**src/verilog/pcr_consts.vh**
```
`ifndef PCR_CONSTS_VH
`define PCR_CONSTS_VH

// configuration byte offsets
`define PCR_OFS_CAP_PTR      8'h34
`define PCR_OFS_IRQ_LINE     8'h3c
`define PCR_OFS_IRQ_PIN      8'h3d
`define PCR_OFS_GRANT_MIN    8'h3e
`define PCR_OFS_LATENCY_MAX  8'h3f
`define PCR_OFS_PM_CAP_ID    8'hdc
`define PCR_OFS_PM_NEXT      8'hdd
`define PCR_OFS_PM_CAPS      8'hde

// fixed and reset values
`define PCR_VAL_CAP_PTR      8'hdc
`define PCR_VAL_IRQ_LINE_RST 8'h00
`define PCR_VAL_IRQ_PIN_INTA 8'h01
`define PCR_VAL_GRANT_MIN    8'h08
`define PCR_VAL_LATENCY_MAX  8'h18
`define PCR_VAL_PM_CAP_ID    8'h01
`define PCR_VAL_PM_NEXT      8'h00

// power capabilities word fields
`define PCR_PMC_WAKE_MSB     15
`define PCR_PMC_WAKE_LSB     11
`define PCR_PMC_D2_BIT       10
`define PCR_PMC_D1_BIT       9
`define PCR_PMC_AUXCUR_MSB   8
`define PCR_PMC_AUXCUR_LSB   6
`define PCR_PMC_DSI_BIT      5
`define PCR_PMC_AUXREQ_BIT   4
`define PCR_PMC_CLOCK_BIT    3
`define PCR_PMC_VER_MSB      2
`define PCR_PMC_VER_LSB      0
`define PCR_PMC_WAKE_AUX     5'h1f
`define PCR_PMC_WAKE_NOAUX   5'h03
`define PCR_PMC_D2_VAL       1'h1
`define PCR_PMC_D1_VAL       1'h1
`define PCR_PMC_AUXCUR_VAL   3'h0
`define PCR_PMC_DSI_VAL      1'h1
`define PCR_PMC_CLOCK_VAL    1'h0
`define PCR_PMC_VER_VAL      3'h2

`endif
```
**src/verilog/pcr_config_caps.v**
```verilog
`include "pcr_consts.vh"

module pcr_config_caps
(
    // clock and reset
    input  wire        clock_i,
    input  wire        rstn_i,
    // configuration access port
    input  wire        cfg_req_i,
    input  wire        cfg_write_i,
    input  wire [5:0]  cfg_dw_addr_i,
    input  wire [3:0]  cfg_byte_en_i,
    input  wire [31:0] cfg_wdata_i,
    output wire        cfg_ack_o,
    output reg  [31:0] cfg_rdata_o,
    // board straps
    input  wire        auxiliary_supply_i,
    input  wire        cardbus_mode_i
);

    localparam ST_IDLE   = 1'b0;
    localparam ST_ANSWER = 1'b1;
    localparam PIN_CNT   = 2;

    ////////////////////////////////////////////////////////////////////////

    // does a dword index select the dword holding a byte offset
    function pcr_dw_hit;
        input [5:0] dw;
        input [7:0] ofs;
        begin
            pcr_dw_hit = (dw == ofs[7:2]);
        end
    endfunction

    // byte lane of a byte offset inside its dword
    function [1:0] pcr_lane;
        input [7:0] ofs;
        begin
            pcr_lane = ofs[1:0];
        end
    endfunction

    ////////////////////////////////////////////////////////////////////////
    // strap synchronisers: three stages, accept once stages 2 and 3 agree

    wire [PIN_CNT-1:0] pin_raw;
    reg  [PIN_CNT-1:0] pin_s1_r;
    reg  [PIN_CNT-1:0] pin_s2_r;
    reg  [PIN_CNT-1:0] pin_s3_r;
    reg  [PIN_CNT-1:0] pin_stable_r;

    assign pin_raw = {cardbus_mode_i, auxiliary_supply_i};

    genvar gi;
    generate
        for (gi = 0; gi < PIN_CNT; gi = gi + 1)
        begin : g_pin_sync
            always @(posedge clock_i or negedge rstn_i)
            begin
                if (!rstn_i)
                begin
                    pin_s1_r[gi]     <= 1'b0;
                    pin_s2_r[gi]     <= 1'b0;
                    pin_s3_r[gi]     <= 1'b0;
                    pin_stable_r[gi] <= 1'b0;
                end
                else
                begin
                    pin_s1_r[gi] <= pin_raw[gi];
                    pin_s2_r[gi] <= pin_s1_r[gi];
                    pin_s3_r[gi] <= pin_s2_r[gi];
                    if (pin_s2_r[gi] == pin_s3_r[gi])
                    begin
                        pin_stable_r[gi] <= pin_s3_r[gi];
                    end
                end
            end
        end
    endgenerate

    wire aux_present;
    wire cardbus_mode;

    assign aux_present  = pin_stable_r[0];
    assign cardbus_mode = pin_stable_r[1];

    ////////////////////////////////////////////////////////////////////////
    // power capabilities word, built from its fields

    reg [15:0] pmc_word;

    always @*
    begin
        pmc_word = 16'h0000;
        if (aux_present)
        begin
            pmc_word[`PCR_PMC_WAKE_MSB:`PCR_PMC_WAKE_LSB] =
                `PCR_PMC_WAKE_AUX;
        end
        else
        begin
            pmc_word[`PCR_PMC_WAKE_MSB:`PCR_PMC_WAKE_LSB] =
                `PCR_PMC_WAKE_NOAUX;
        end
        pmc_word[`PCR_PMC_D2_BIT] = `PCR_PMC_D2_VAL;
        pmc_word[`PCR_PMC_D1_BIT] = `PCR_PMC_D1_VAL;
        pmc_word[`PCR_PMC_AUXCUR_MSB:`PCR_PMC_AUXCUR_LSB] =
            `PCR_PMC_AUXCUR_VAL;
        pmc_word[`PCR_PMC_DSI_BIT] = `PCR_PMC_DSI_VAL;
        pmc_word[`PCR_PMC_AUXREQ_BIT] = cardbus_mode;
        pmc_word[`PCR_PMC_CLOCK_BIT] = `PCR_PMC_CLOCK_VAL;
        pmc_word[`PCR_PMC_VER_MSB:`PCR_PMC_VER_LSB] =
            `PCR_PMC_VER_VAL;
    end

    ////////////////////////////////////////////////////////////////////////
    // interrupt line byte, the only writable storage here

    reg  [7:0] irq_routing_line_r;
    reg  [7:0] irq_routing_line_nxt;
    reg        state_r;
    reg        state_nxt;
    wire       take;
    wire       line_hit;

    assign take     = (state_r == ST_IDLE) && cfg_req_i;
    assign line_hit = pcr_dw_hit(cfg_dw_addr_i, `PCR_OFS_IRQ_LINE);

    always @*
    begin
        irq_routing_line_nxt = irq_routing_line_r;
        // every other byte, pm word included, drops its write
        if (take && cfg_write_i && line_hit &&
            cfg_byte_en_i[pcr_lane(`PCR_OFS_IRQ_LINE)])
        begin
            irq_routing_line_nxt = cfg_wdata_i[7:0];
        end
    end

    always @(posedge clock_i or negedge rstn_i)
    begin
        if (!rstn_i)
        begin
            irq_routing_line_r <= `PCR_VAL_IRQ_LINE_RST;
        end
        else
        begin
            irq_routing_line_r <= irq_routing_line_nxt;
        end
    end

    ////////////////////////////////////////////////////////////////////////
    // read data assembly per dword

    reg [31:0] read_word;

    always @*
    begin
        read_word = 32'h0000_0000;
        if (pcr_dw_hit(cfg_dw_addr_i, `PCR_OFS_CAP_PTR))
        begin
            read_word[7:0] = `PCR_VAL_CAP_PTR;
        end
        else if (line_hit)
        begin
            read_word[7:0]   = irq_routing_line_r;
            read_word[15:8]  = `PCR_VAL_IRQ_PIN_INTA;
            read_word[23:16] = `PCR_VAL_GRANT_MIN;
            read_word[31:24] = `PCR_VAL_LATENCY_MAX;
        end
        else if (pcr_dw_hit(cfg_dw_addr_i, `PCR_OFS_PM_CAP_ID))
        begin
            read_word[7:0]   = `PCR_VAL_PM_CAP_ID;
            read_word[15:8]  = `PCR_VAL_PM_NEXT;
            read_word[31:16] = pmc_word;
        end
    end

    ////////////////////////////////////////////////////////////////////////
    // access sequencer: take in idle, answer on the next cycle

    reg [31:0] rdata_nxt;

    always @*
    begin
        state_nxt = state_r;
        rdata_nxt = cfg_rdata_o;
        case (state_r)
            ST_IDLE:
            begin
                if (cfg_req_i)
                begin
                    state_nxt = ST_ANSWER;
                    if (!cfg_write_i)
                    begin
                        rdata_nxt = read_word;
                    end
                end
            end
            ST_ANSWER:
            begin
                state_nxt = ST_IDLE;
            end
            default:
            begin
                state_nxt = ST_IDLE;
            end
        endcase
    end

    always @(posedge clock_i or negedge rstn_i)
    begin
        if (!rstn_i)
        begin
            state_r     <= ST_IDLE;
            cfg_rdata_o <= 32'h0000_0000;
        end
        else
        begin
            state_r     <= state_nxt;
            cfg_rdata_o <= rdata_nxt;
        end
    end

    assign cfg_ack_o = (state_r == ST_ANSWER);

endmodule // pcr_config_caps

```
**config.mk**
```make
export PLATFORM = sky130hd
export DESIGN_NAME = pcr_config_caps
export DESIGN_NICKNAME = d
export VERILOG_FILES = /design/src/verilog/pcr_config_caps.v
export VERILOG_INCLUDE_DIRS = /design/src /design/src/verilog
export SDC_FILE = /design/constraint.sdc
export NUM_CORES = 1
export LEC_CHECK = 0
export BUFFER_PORTS_ARGS = -buffer_cell sky130_fd_sc_hd__buf_4
export CAP_MARGIN = 20
export CORE_MARGIN = 3
export CORE_UTILIZATION = 35
export CTS_BUF_LIST = sky130_fd_sc_hd__clkbuf_4 sky130_fd_sc_hd__clkbuf_8
export DETAILED_ROUTE_END_ITERATION = 16
export GPL_TIMING_DRIVEN = 0
export PLACE_DENSITY = 0.68
export SYNTH_ARGS = -nofsm -noshare
export SYNTH_HDL_FRONTEND = slang
export SYNTH_SLANG_ARGS = --single-unit
```
**constraint.sdc**
```tcl
create_clock -name clock_i -period 2.3 [get_ports clock_i]
set_input_delay 0.575 -clock clock_i [delete_from_list [all_inputs] [get_ports clock_i]]
set_output_delay 0.575 -clock clock_i [all_outputs]
set_load 0.01 [all_outputs]
```
== After elaboration in Yosys (flattened, before gate mapping) ==
Cells that the tools add are included.
Word-level totals
  memories: 0
  bits in read-only memories: 0
  bits in registers: 49
  bits in writable memories: 0
  latch bits: 0
  input bits: 48
  word-level logic and storage cells: 30
  output and inout bits: 33
Cells by class
  add/sub/neg operators: 0
  order comparisons: 0
  reduce and logical (&&, ||, !) cells: 5
  shift-type cells: 0
  eq/ne operators: 5
  mux-type cells: 7
  $mul: 0
  bitwise gates (word level): 2
  div/mod/pow operators: 0
Operators with widths (number)
  $mux 32: 2
  $mux 24: 1
  $eq 6x4->1 const B: 2
  $mux 8: 1
  $eq 6x6->1 const B: 1
  $mux 5: 1
  $logic_and 1x1->1: 4
  $reduce_and 3->1: 1
  $eq 1x1->1: 2
  $not 1->1: 2
  $pmux 1 s2: 1
  $mux 1: 1

== Longest topological paths before layout ==
Gate-level depths: netlist of the first run.
  word-level depth: 5
  depth in mapped cells: 5
  gate-level depth less buffers: 3

== Least setup slack after synthesis of the first run ==
Ideal clock, no wire load.
  path kind: input -> register
  start point: input port cfg_dw_addr_i[5]
  end point: register irq_routing_line_r[0]
  data arrival time: 1.577 ns
  buffers on the path: 1
  setup time: 0.125 ns
  cell stages on the path: 4
  path slack: 0.598 ns
  data required time: 2.175 ns
  path through: nor3b_4 > and4_1 > buf_6 > mux2_2
Between the ends
  word-level cells in the longest chain between the ends: 3
RTL lines
  from (decl): RTL line pcr_config_caps.v:11  | input wire [5:0] cfg_dw_addr_i,
  $eq 6x4->1: RTL line pcr_config_caps.v:32  | pcr_dw_hit = (dw == ofs[7:2]);
  $logic_and 1x1->1 (2 in series): RTL line pcr_config_caps.v:134  | if (take && cfg_write_i && line_hit &&
  to (signal assigned): RTL line pcr_config_caps.v:145  | irq_routing_line_r <= `PCR_VAL_IRQ_LINE_RST;
  to (signal assigned): RTL line pcr_config_caps.v:149  | irq_routing_line_r <= irq_routing_line_nxt;
  to (decl): RTL line pcr_config_caps.v:120  | reg [7:0] irq_routing_line_r;
No other way between the ends.
A chain may end at the register's enable or synchronous reset.

== Worst setup path in the final report of the first run ==
  start point: input port cfg_dw_addr_i[5]
  end point: register irq_routing_line_r[2]
The elaborated chain is that of the path after synthesis.

==> metrics.csv, run 1 <==
metric,value,unit
FMAX,593,MHz
Comb pwr share,13.1,%
HPWL after DPL,1990,microns
distinct cell type count after synthesis,22,
"Reg clk slew, reported paths",0.06,ns
worst slack at placement,0.319,ns
skew final,0.00268,ns
R2R Setup Slk,0.71,ns
sw frac,23.1,%
Sw Pwr,0.268,mW
relative slew slack,59.4,%
Clock power frac,37.3,%
worst vdd ir,0.000405,V
Global Route Usage Sum,12.8,%
worst min path class,primary input to async pin,
max-cap violations,0,
GRT overflow,0,
syn_area_per_cell,11.5,sq um
Die ar.,4480,sq um
synthesized instance count,113,
Root Buffer Master,clkbuf_8,
largest net degree at the start of global routing,31,
initial antenna violation count,0,
Synth area leader,dfrtp_1,
fin util,52.3,%
hold_ws,0.211,ns
final setup fails,0,
vias per cell,4.32,
"Primary FF master, synth",dfrtp_1,
clock buffer depth,2,
dominant cells by area after synthesis,"dfrtp_1 58%, buf_4 11%, mux2_2 6.9%",
CTS Sinks,30,
most instantiated cells after synthesis,"30 x dfrtp_1, 19 x buf_4, 15 x nand2_1",
final hold violations,0,
Setup WS post-layout,0.614,ns
Setup crit end kind,flop,
Slew Limit Fails,0,
Synth Cell Area,1300,sq um
first-pass GRT wire length,4150,microns
crit path launch type,primary input,
row count,21,
Yosys warning total,0,
Synth top area share,57.8,%
worst-path cell chain,buf_4 > nor3b_4 > and4_1 > buf_6 > mux2_2,
CTS buffer count,5,
sequential power share,49.6,%
Core ar.,3440,sq um
number of synthesized flops with an enable pin,0,
setup TNS,0,ns
layout cells sized above 1,47.4,%
Detailed Route WL,2560,microns
vias post-DR,947,
largest stage delay on the critical path,0.38,ns
initial core utilization,37.7,%
Ports,81,
Area growth syn-to-layout,38.6,%
# placed instances,211,
CTS tree,built,
leak pwr,0.925,nW
sequential area share after synthesis,57.8,%
RSZ-0062 raised after global routing,false,
die height,66.9,microns
post_cts resized,0,
asr flop ratio synth,100,%
kind of critical path,primary input to flop,
WL/cell,11.7,microns
Period minus WS final,1.69,ns
filler-free cell count of the finished design,219,
Pwr Density,646,nW/um^2
global placement routability congestion,0.696,
Die W,66.9,microns
Tcrit/Tclk final,73.3,%
Seq cells post-synth,30,
"Slowest-stage cell, CP",nor3b_4,
critical path data required time,2.46,ns
arrival time at the worst endpoint,1.85,ns
drt initial violations,6,
clk_lat worst skew,0.28,ns
vias in the first global route,901,
H-Tree Depth,2,
Least-Margin Pin Slew,0.607,ns
# DRC,0,
"count leader, synth",dfrtp_1,
Final ANT Viol Nets,0,
crit path max fanout,10,
status,"finished, final reports clean",
# Post-CTS Setup Buffers,0,
Buffers on Ports,41,
filler cell count in the final layout,326,
internal power,0.894,mW
first-pass detailed-route iteration total,4,
Antenna Cells,0,
Post-CTS Hold Fix Bufs,0,
Nets,220,
-- power by group through the flow --
stage / combinational, mW / clock, mW / sequential [mW]
3_3_place_gp: 0.149 / 0 / 0.586
3_5_place_dp: 0.152 / 0 / 0.587
4_1_cts: 0.153 / 0.449 / 0.578
2_1_floorplan: 0.0658 / 0 / 0.592
5_1_grt: 0.167 / 0.480 / 0.581
6_report: 0.152 / 0.434 / 0.577
-- cells by family (layout without fill, tap and decap cells) --
family	count (synthesis)	in the layout	synth area share, %
AND/OR/NAND/NOR	33	33	13.7
adder cells (fa/ha/maj)	2	2	1.54
other	1	12	0.289
buffers and inverters	23	72	13.3
multiplexers	8	8	6.94
flip-flops	30	30	57.8
AO/OA/AOI/OAI	16	16	6.45
-- flip-flops by register name, indices dropped and copies added, names as in the netlist --
name / flops
cfg_rdata_o: 13
irq_routing_line_r: 8
pin_s1_r: 2
pin_s2_r: 2
pin_s3_r: 2
aux_present: 1
cardbus_mode: 1
cfg_ack_o: 1
-- metrics by stage --
stage / total power, mW / area [sq um]
6_report: 1.16 / 1800
5_1_grt: 1.23 / 1800
4_1_cts: 1.18 / 1800
3_5_place_dp: 0.740 / 1710
3_3_place_gp: 0.735 / 1710
2_1_floorplan: 0.658 / 1340
-- final timing paths --
| kind | start | endpoint | cells past startpoint |
|---|---|---|---|
| setup reg to reg | cfg_ack_o | cfg_rdata_o[6] | 3 |
| hold / removal | rstn_i | aux_present | 1 |
| max in group asynchronous | rstn_i | pin_s1_r[0] | 1 |
| setup / recovery | cfg_dw_addr_i[5] | irq_routing_line_r[2] | 5 |
| min in group clock_i | pin_s1_r[0] | pin_s2_r[0] | 0 |
| hold reg to reg | pin_s1_r[0] | pin_s2_r[0] | 0 |
-- cell type report --
type                       instances  area (sq um)  share of cell area (%)
sequential                        30           751                    41.7
multi-input combinational         71           417                    23.1
timing repair buffer              41           308                    17.1
buffer                            22           169                    9.38
clock buffer                       7          90.1                    5.00
tap                               46          57.6                    3.20
clock inverter                     1          5.00                   0.278
inverter                           1          3.75                   0.208
-- worst max-delay path: cells and delay by family --
kind | cells | cell delay, ns
buffers and inverters | 2 | 0.26
multiplexers | 1 | 0.34
AND/OR/NAND/NOR | 2 | 0.66
-- cell usage in the layout (no fill, tap or decap), types with 2 or more instances in the layout --
cell type,n
buf_4,60
dfrtp_1,30
nand2_1,15
conb_1,12
o21ai_0,9
mux2_2,8
a21oi_1,6
clkbuf_8,6
nand3_1,5
nor2_1,5
buf_6,2
maj3_1,2
-- metal layers --
layer	track usage [%]	up-vias	share of wire, %
met5	0	-	0
met4	7.59	0	2.3
met3	4.72	8	8.8
met2	20.7	37	50
met1	14.2	436	39
li1	-	466	-
No activity file was read; power rests on OpenSTA's default activity.
==> run 2: changes to the inputs <==
ABC_AREA = 1   (was default)
PLACE_DENSITY = 0.67   (was 0.68)
clock period = 1.7 ns   (was 2.3 ns; I/O delays follow)
==> metrics.csv, run 2 <==
metric,value,unit,change
status,"finished, final reports clean",,
max reg flops,13,,unchanged
Ports,81,,unchanged
setup TNS,0,ns,unchanged
most flop-heavy register,cfg_rdata_o,,
RSZ-0062 raised after global routing,false,,
# Post-CTS Setup Buffers,0,,unchanged
skew final,0.00165,ns,-0.00103 ns
synthesized instance count,143,,+27%
kind of critical path,flop to output pin,,
Synth Cell Area,1370,sq um,+5.2%
row count,22,,+4.8%
reg-to-reg startpoint,cfg_ack_o,,
"Reg clk slew, reported paths",0.06,ns,about the same
largest net degree at the start of global routing,31,,unchanged
Tcrit/Tclk final,82.0,%,
Nets,250,,+14%
post_cts resized,0,,unchanged
CP endpoint,cfg_rdata_o[25],,
critical path data required time,1.27,ns,-1.19 ns
syn_area_per_cell,9.55,sq um,-17%
leak pwr,1.08,nW,+17%
WL/cell,9.92,microns,-15%
"leading cell types in the layout, fill and taps excluded","60 x buf_4, 51 x nand2_1, 30 x dfrtp_1",,
final setup fails,0,,unchanged
placed cell area,1780,sq um,+4.1%
number of synthesized flops with an enable pin,0,,unchanged
max-cap violations,0,,unchanged
vias in the first global route,889,,-1.3%
most instantiated cells after synthesis,"51 x nand2_1, 30 x dfrtp_1, 19 x buf_4",,
Area growth syn-to-layout,36.9,%,
vias post-DR,996,,+5.2%
HPWL after DPL,1850,microns,-7.2%
global placement routability congestion,0.760,,+9.2%
clk_lat worst skew,0.28,ns,about the same
filler cell count in the final layout,374,,+15%
Setup crit end kind,output pin,,
final hold violations,0,,unchanged
arrival time at the worst endpoint,0.97,ns,-0.88 ns
Setup crit start,cfg_rdata_o[26],,
initial core utilization,36.8,%,-0.96 points
# DRC,0,,unchanged
Root Buffer Master,clkbuf_8,,
Setup WS post-layout,0.305,ns,-0.309 ns
crit path max fanout,5,,-5
worst vdd ir,0.000569,V,+40%
Synth top area share,54.9,%,-2.9 points
distinct cell type count after synthesis,17,,-23%
Core ar.,3720,sq um,+8.0%
Post-CTS Hold Fix Bufs,0,,unchanged
"Design Area, Final",1870,sq um,+3.9%
Seq cells post-synth,30,,unchanged
worst min path class,primary input to async pin,,
layout cells sized above 1,39.4,%,-8.0 points
H-Tree Depth,2,,unchanged
drt initial violations,34,,+28
GRT overflow,0,,unchanged
"commonest non-fill, non-tap cell in the layout",buf_4,,
Yosys warning total,0,,unchanged
Pwr Density,850,nW/um^2,+32%
worst r2r path cells,7,,+4
first-pass GRT wire length,4000,microns,-3.6%
Final ANT Viol Nets,0,,unchanged
Top Registers,"cfg_rdata_o x13, irq_routing_line_r x8",,
sequential area share after synthesis,54.9,%,-2.9 points
crit path launch type,flop,,
Synth area leader,dfrtp_1,,
R2R Setup Slk,0.53,ns,-0.18 ns
dominant cells by area after synthesis,"dfrtp_1 55%, nand2_1 14%, buf_4 10%",,
Die ar.,4690,sq um,+4.7%
Global Route Usage Sum,12.2,%,-0.60 points
Detailed Route WL,2490,microns,-2.8%
Buffers on Ports,41,,unchanged
CTS buffer count,5,,unchanged
Slew Limit Fails,0,,unchanged
initial antenna violation count,0,,unchanged
CTS Sinks,30,,unchanged
first-pass detailed-route iteration total,4,,unchanged
"Primary FF master, synth",dfrtp_1,,
worst slack at placement,0.384,ns,+0.0643 ns
Antenna Cells,0,,unchanged
die height,68.5,microns,+2.3%
Period minus WS final,1.39,ns,
vias per cell,3.97,,-8.2%
Die W,68.5,microns,+2.3%
reg2reg end,cfg_rdata_o[6],,
asr flop ratio synth,100,%,unchanged
clock buffer depth,2,,unchanged
CTS tree,built,,
"count leader, synth",nand2_1,,
FMAX,717,MHz,
[run 2: where the power goes]
| group | switching, mW | internal, mW | leakage (nW) |
|---|---|---|---|
| combinational | 0.109 | 0.109 | 0.646 |
| sequential | 0.0205 | 0.757 | 0.388 |
| clock | 0.270 | 0.325 | 0.0472 |
| total | 0.399 | 1.19 | 1.08 |
[run 2: metal layers]
layer  up-vias  track usage (%)  part of all wire (%)
met5         -                0                     0
met4         0             8.93                   3.4
met3         6             3.45                   7.6
met2        34             18.7                    47
met1       424             14.4                    42
li1        532                -                     -
[run 2: cell type report]
type | instances | area, sq um | area share [%]
well taps | 48 | 60.1 | 3.21
flip-flops and latches | 30 | 751 | 40.1
clock buffers | 6 | 82.6 | 4.41
clock inverters | 2 | 12.5 | 0.669
inverters | 8 | 32.5 | 1.74
multi-input cells | 96 | 470 | 25.2
plain buffers | 20 | 154 | 8.23
repair buffers | 41 | 308 | 16.5
[run 2: worst min-delay path by stage]
stage / start / slack (ns) / to / depth (start not counted)
final: rstn_i / 0.06 / irq_routing_line_r[3] / 1
after global routing: rstn_i / 0.07 / irq_routing_line_r[5] / 1
after CTS: rstn_i / 0.06 / irq_routing_line_r[5] / 1
after detailed placement: pin_s1_r[0] / 0.34 / pin_s2_r[0] / 0
after global placement: pin_s1_r[0] / 0.33 / pin_s2_r[0] / 0
after floorplan: rstn_i / 0.13 / aux_present / 0
[run 2: kinds of logic after synthesis]
| group | count (synthesis) | share of synthesized area [%] |
|---|---|---|
| DFF | 30 | 54.9 |
| and+or+nand+nor | 75 | 27.1 |
| AOI/OAI and AO/OA | 7 | 2.56 |
| adders and majority gates | 2 | 1.47 |
| buffers and inverters | 28 | 13.6 |
| other | 1 | 0.274 |
[run 2: critical path: stages, from the launching register on]
cell and delay, ns:
dfrtp_1 0.42, buf_4 0.14, buf_4 0.13
[run 2: stage by stage]
| stage | utilization, % | power (mW) | std cells | hold WS (ns) |
|---|---|---|---|---|
| final | 50.3 | 1.59 | 251 | 0.0557 |
| after detailed placement | 47.8 | 1.01 | 243 | 0.336 |
| after global routing | 50.3 | 1.68 | 251 | 0.0687 |
| after global placement | 47.8 | 1.01 | 243 | 0.332 |
| after floorplan | - | 0.899 | 154 | 0.129 |
| after CTS | 50.3 | 1.62 | 251 | 0.0587 |
==> run 3: changes to the inputs <==
PLACE_DENSITY = 0.69   (was 0.67)
clock period = 1.1 ns   (was 1.7 ns; I/O delays follow)
==> metrics.csv, run 3 (synthesis results as in run 2) <==
metric,value,unit,change
status,"finished, violations left",,
violated checks,negative setup slack,,
H-Tree Depth,2,,unchanged
final hold violations,0,,unchanged
clk_lat worst skew,0.28,ns,about the same
most flop-heavy register,cfg_rdata_o,,
Setup crit end kind,output pin,,
max-cap violations,0,,unchanged
initial core utilization,36.8,%,unchanged
Setup WS post-layout,-0.128,ns,-0.434 ns
Detailed Route WL,2880,microns,+16%
cell mode on critical path,buf_6,,
kind of critical path,flop to output pin,,
Buffers on Ports,41,,unchanged
die height,68.5,microns,unchanged
crit path launch type,flop,,
FMAX,814,MHz,
first-pass detailed-route iteration total,4,,unchanged
crit path buf inv count,2,,unchanged
fin util,58.3,%,+8.0 points
filler-free cell count of the finished design,264,,+5.2%
arrival time at the worst endpoint,0.95,ns,-0.02 ns
worst-path cell chain,buf_6 > buf_6,,
vias post-DR,1085,,+8.9%
"Reg clk slew, reported paths",0.06,ns,about the same
WL/cell,10.9,microns,+9.8%
crit-path leading delay family,flip-flops,,
Root Buffer Master,clkbuf_8,,
layout cells sized above 1,50.0,%,+11 points
worst vdd ir,0.000671,V,+18%
max reg flops,13,,unchanged
Tcrit/Tclk final,112,%,
final setup fails,30,,+30
Nets,263,,+5.2%
Global Route Usage Sum,13.4,%,+1.2 points
Core ar.,3720,sq um,unchanged
largest net degree at the start of global routing,31,,unchanged
worst min path class,primary input to flop,,
Tot Pwr,2.73,mW,+72%
RSZ-0062 raised after global routing,true,,
CTS Sinks,30,,unchanged
# placed instances,243,,unchanged
drt initial violations,39,,+15%
Slew Limit Fails,0,,unchanged
"leading cell types in the layout, fill and taps excluded","42 x buf_4, 40 x nand2_1, 30 x buf_6",,
Pwr Density,1260,nW/um^2,+48%
vias per cell,4.11,,+3.6%
HPWL after DPL,1900,microns,+2.9%
Antenna Cells,0,,unchanged
skew final,0.00208,ns,+0.000427 ns
crit path max fanout,5,,unchanged
CTS tree,built,,
hold_ws,0.0972,ns,+0.0415 ns
CTS buffer count,5,,unchanged
filler cell count in the final layout,338,,-9.6%
GRT overflow,0,,unchanged
Die W,68.5,microns,unchanged
"commonest non-fill, non-tap cell in the layout",buf_4,,
Top Registers,"cfg_rdata_o x13, irq_routing_line_r x8",,
# DRC,0,,unchanged
critical path data required time,0.82,ns,-0.45 ns
Ports,81,,unchanged
vias in the first global route,967,,+8.8%
leak pwr,1.18,nW,+8.7%
initial antenna violation count,0,,unchanged
clock buffer depth,2,,unchanged
Die ar.,4690,sq um,unchanged
largest stage delay on the critical path,0.44,ns,+0.02 ns
row count,22,,unchanged
Final ANT Viol Nets,0,,unchanged
Period minus WS final,1.23,ns,
global placement routability congestion,0.788,,+3.7%
first-pass GRT wire length,4360,microns,+9.1%
"Slowest-stage cell, CP",dfrtp_2,,
Area growth syn-to-layout,58.6,%,
-- run 3: cell count changes in the layout (fill, tap and decap cells not counted), moves of 2 or more --
cell,previous run,this run
buf_6,1,30
buf_4,60,42
nand2_1,51,40
nand2_2,0,11
clkbuf_4,0,2
dfrtp_1,30,28
dfrtp_2,0,2
-- run 3: final cells by class --
type                    instances  area, sq um  share of cell area, %
clock inverters                 1         30.0                   1.39
repair buffers                 54          503                   23.2
flip-flops and latches         30          753                   34.8
inverters                       8         37.5                   1.73
clock buffers                   7         83.8                   3.87
well taps                      48         60.1                   2.77
plain buffers                  20          180                   8.31
multi-input cells              96          519                   24.0
-- run 3: metal layers --
layer  GRT usage, %  routed length (microns)  part of all wire [%]  vias up
li1               -                        -                     -      553
met1           15.0                     1140                    40      490
met2           21.5                     1450                    50       35
met3           5.75                      222                   7.7        7
met4           6.70                       61                   2.1        0
met5              0                        0                     0        -
-- run 3: where the power goes --
group | internal, mW | switching (mW) | total (mW) | leakage [nW]
combinational | 0.227 | 0.185 | 0.412 | 0.732
sequential | 1.17 | 0.0402 | 1.21 | 0.384
clock | 0.725 | 0.386 | 1.11 | 0.0593
total | 2.12 | 0.611 | 2.73 | 1.18
-- run 3: stage by stage --
step	instance area [sq um]	setup TNS, ns	worst slack (ns)
after floorplan	1410	0	0.00308
after global placement	1780	-0.641	-0.0492
after detailed placement	1780	-0.765	-0.0674
after CTS	1990	-1.07	-0.140
after global routing	2170	-3.72	-0.159
final	2170	-1.93	-0.128
-- run 3: what timing repair did --
action,in CTS,in global routing
buffers inserted,4,7
endpoints found under the hold margin,30,0
pin swaps,4,15
gates cloned,1,0
resized for setup,16,34
hold buffers,1,0
endpoints found under the setup margin,24,40
-- run 3: worst paths after layout --
| check | from | to | slack (ns) | cells past startpoint |
|---|---|---|---|---|
| worst max register to register | cfg_ack_o | irq_routing_line_r[6] | -0.09 | 7 |
| max in group asynchronous | rstn_i | cfg_rdata_o[30] | 0.30 | 2 |
| worst max-delay path | cfg_rdata_o[26] | cfg_rdata_o[26] | -0.13 | 2 |
| worst min-delay path | cardbus_mode_i | pin_s1_r[1] | 0.1 | 1 |
| worst min register to register | pin_s1_r[0] | pin_s2_r[0] | 0.35 | 0 |
| min in group asynchronous | rstn_i | cfg_rdata_o[4] | 0.51 | 2 |
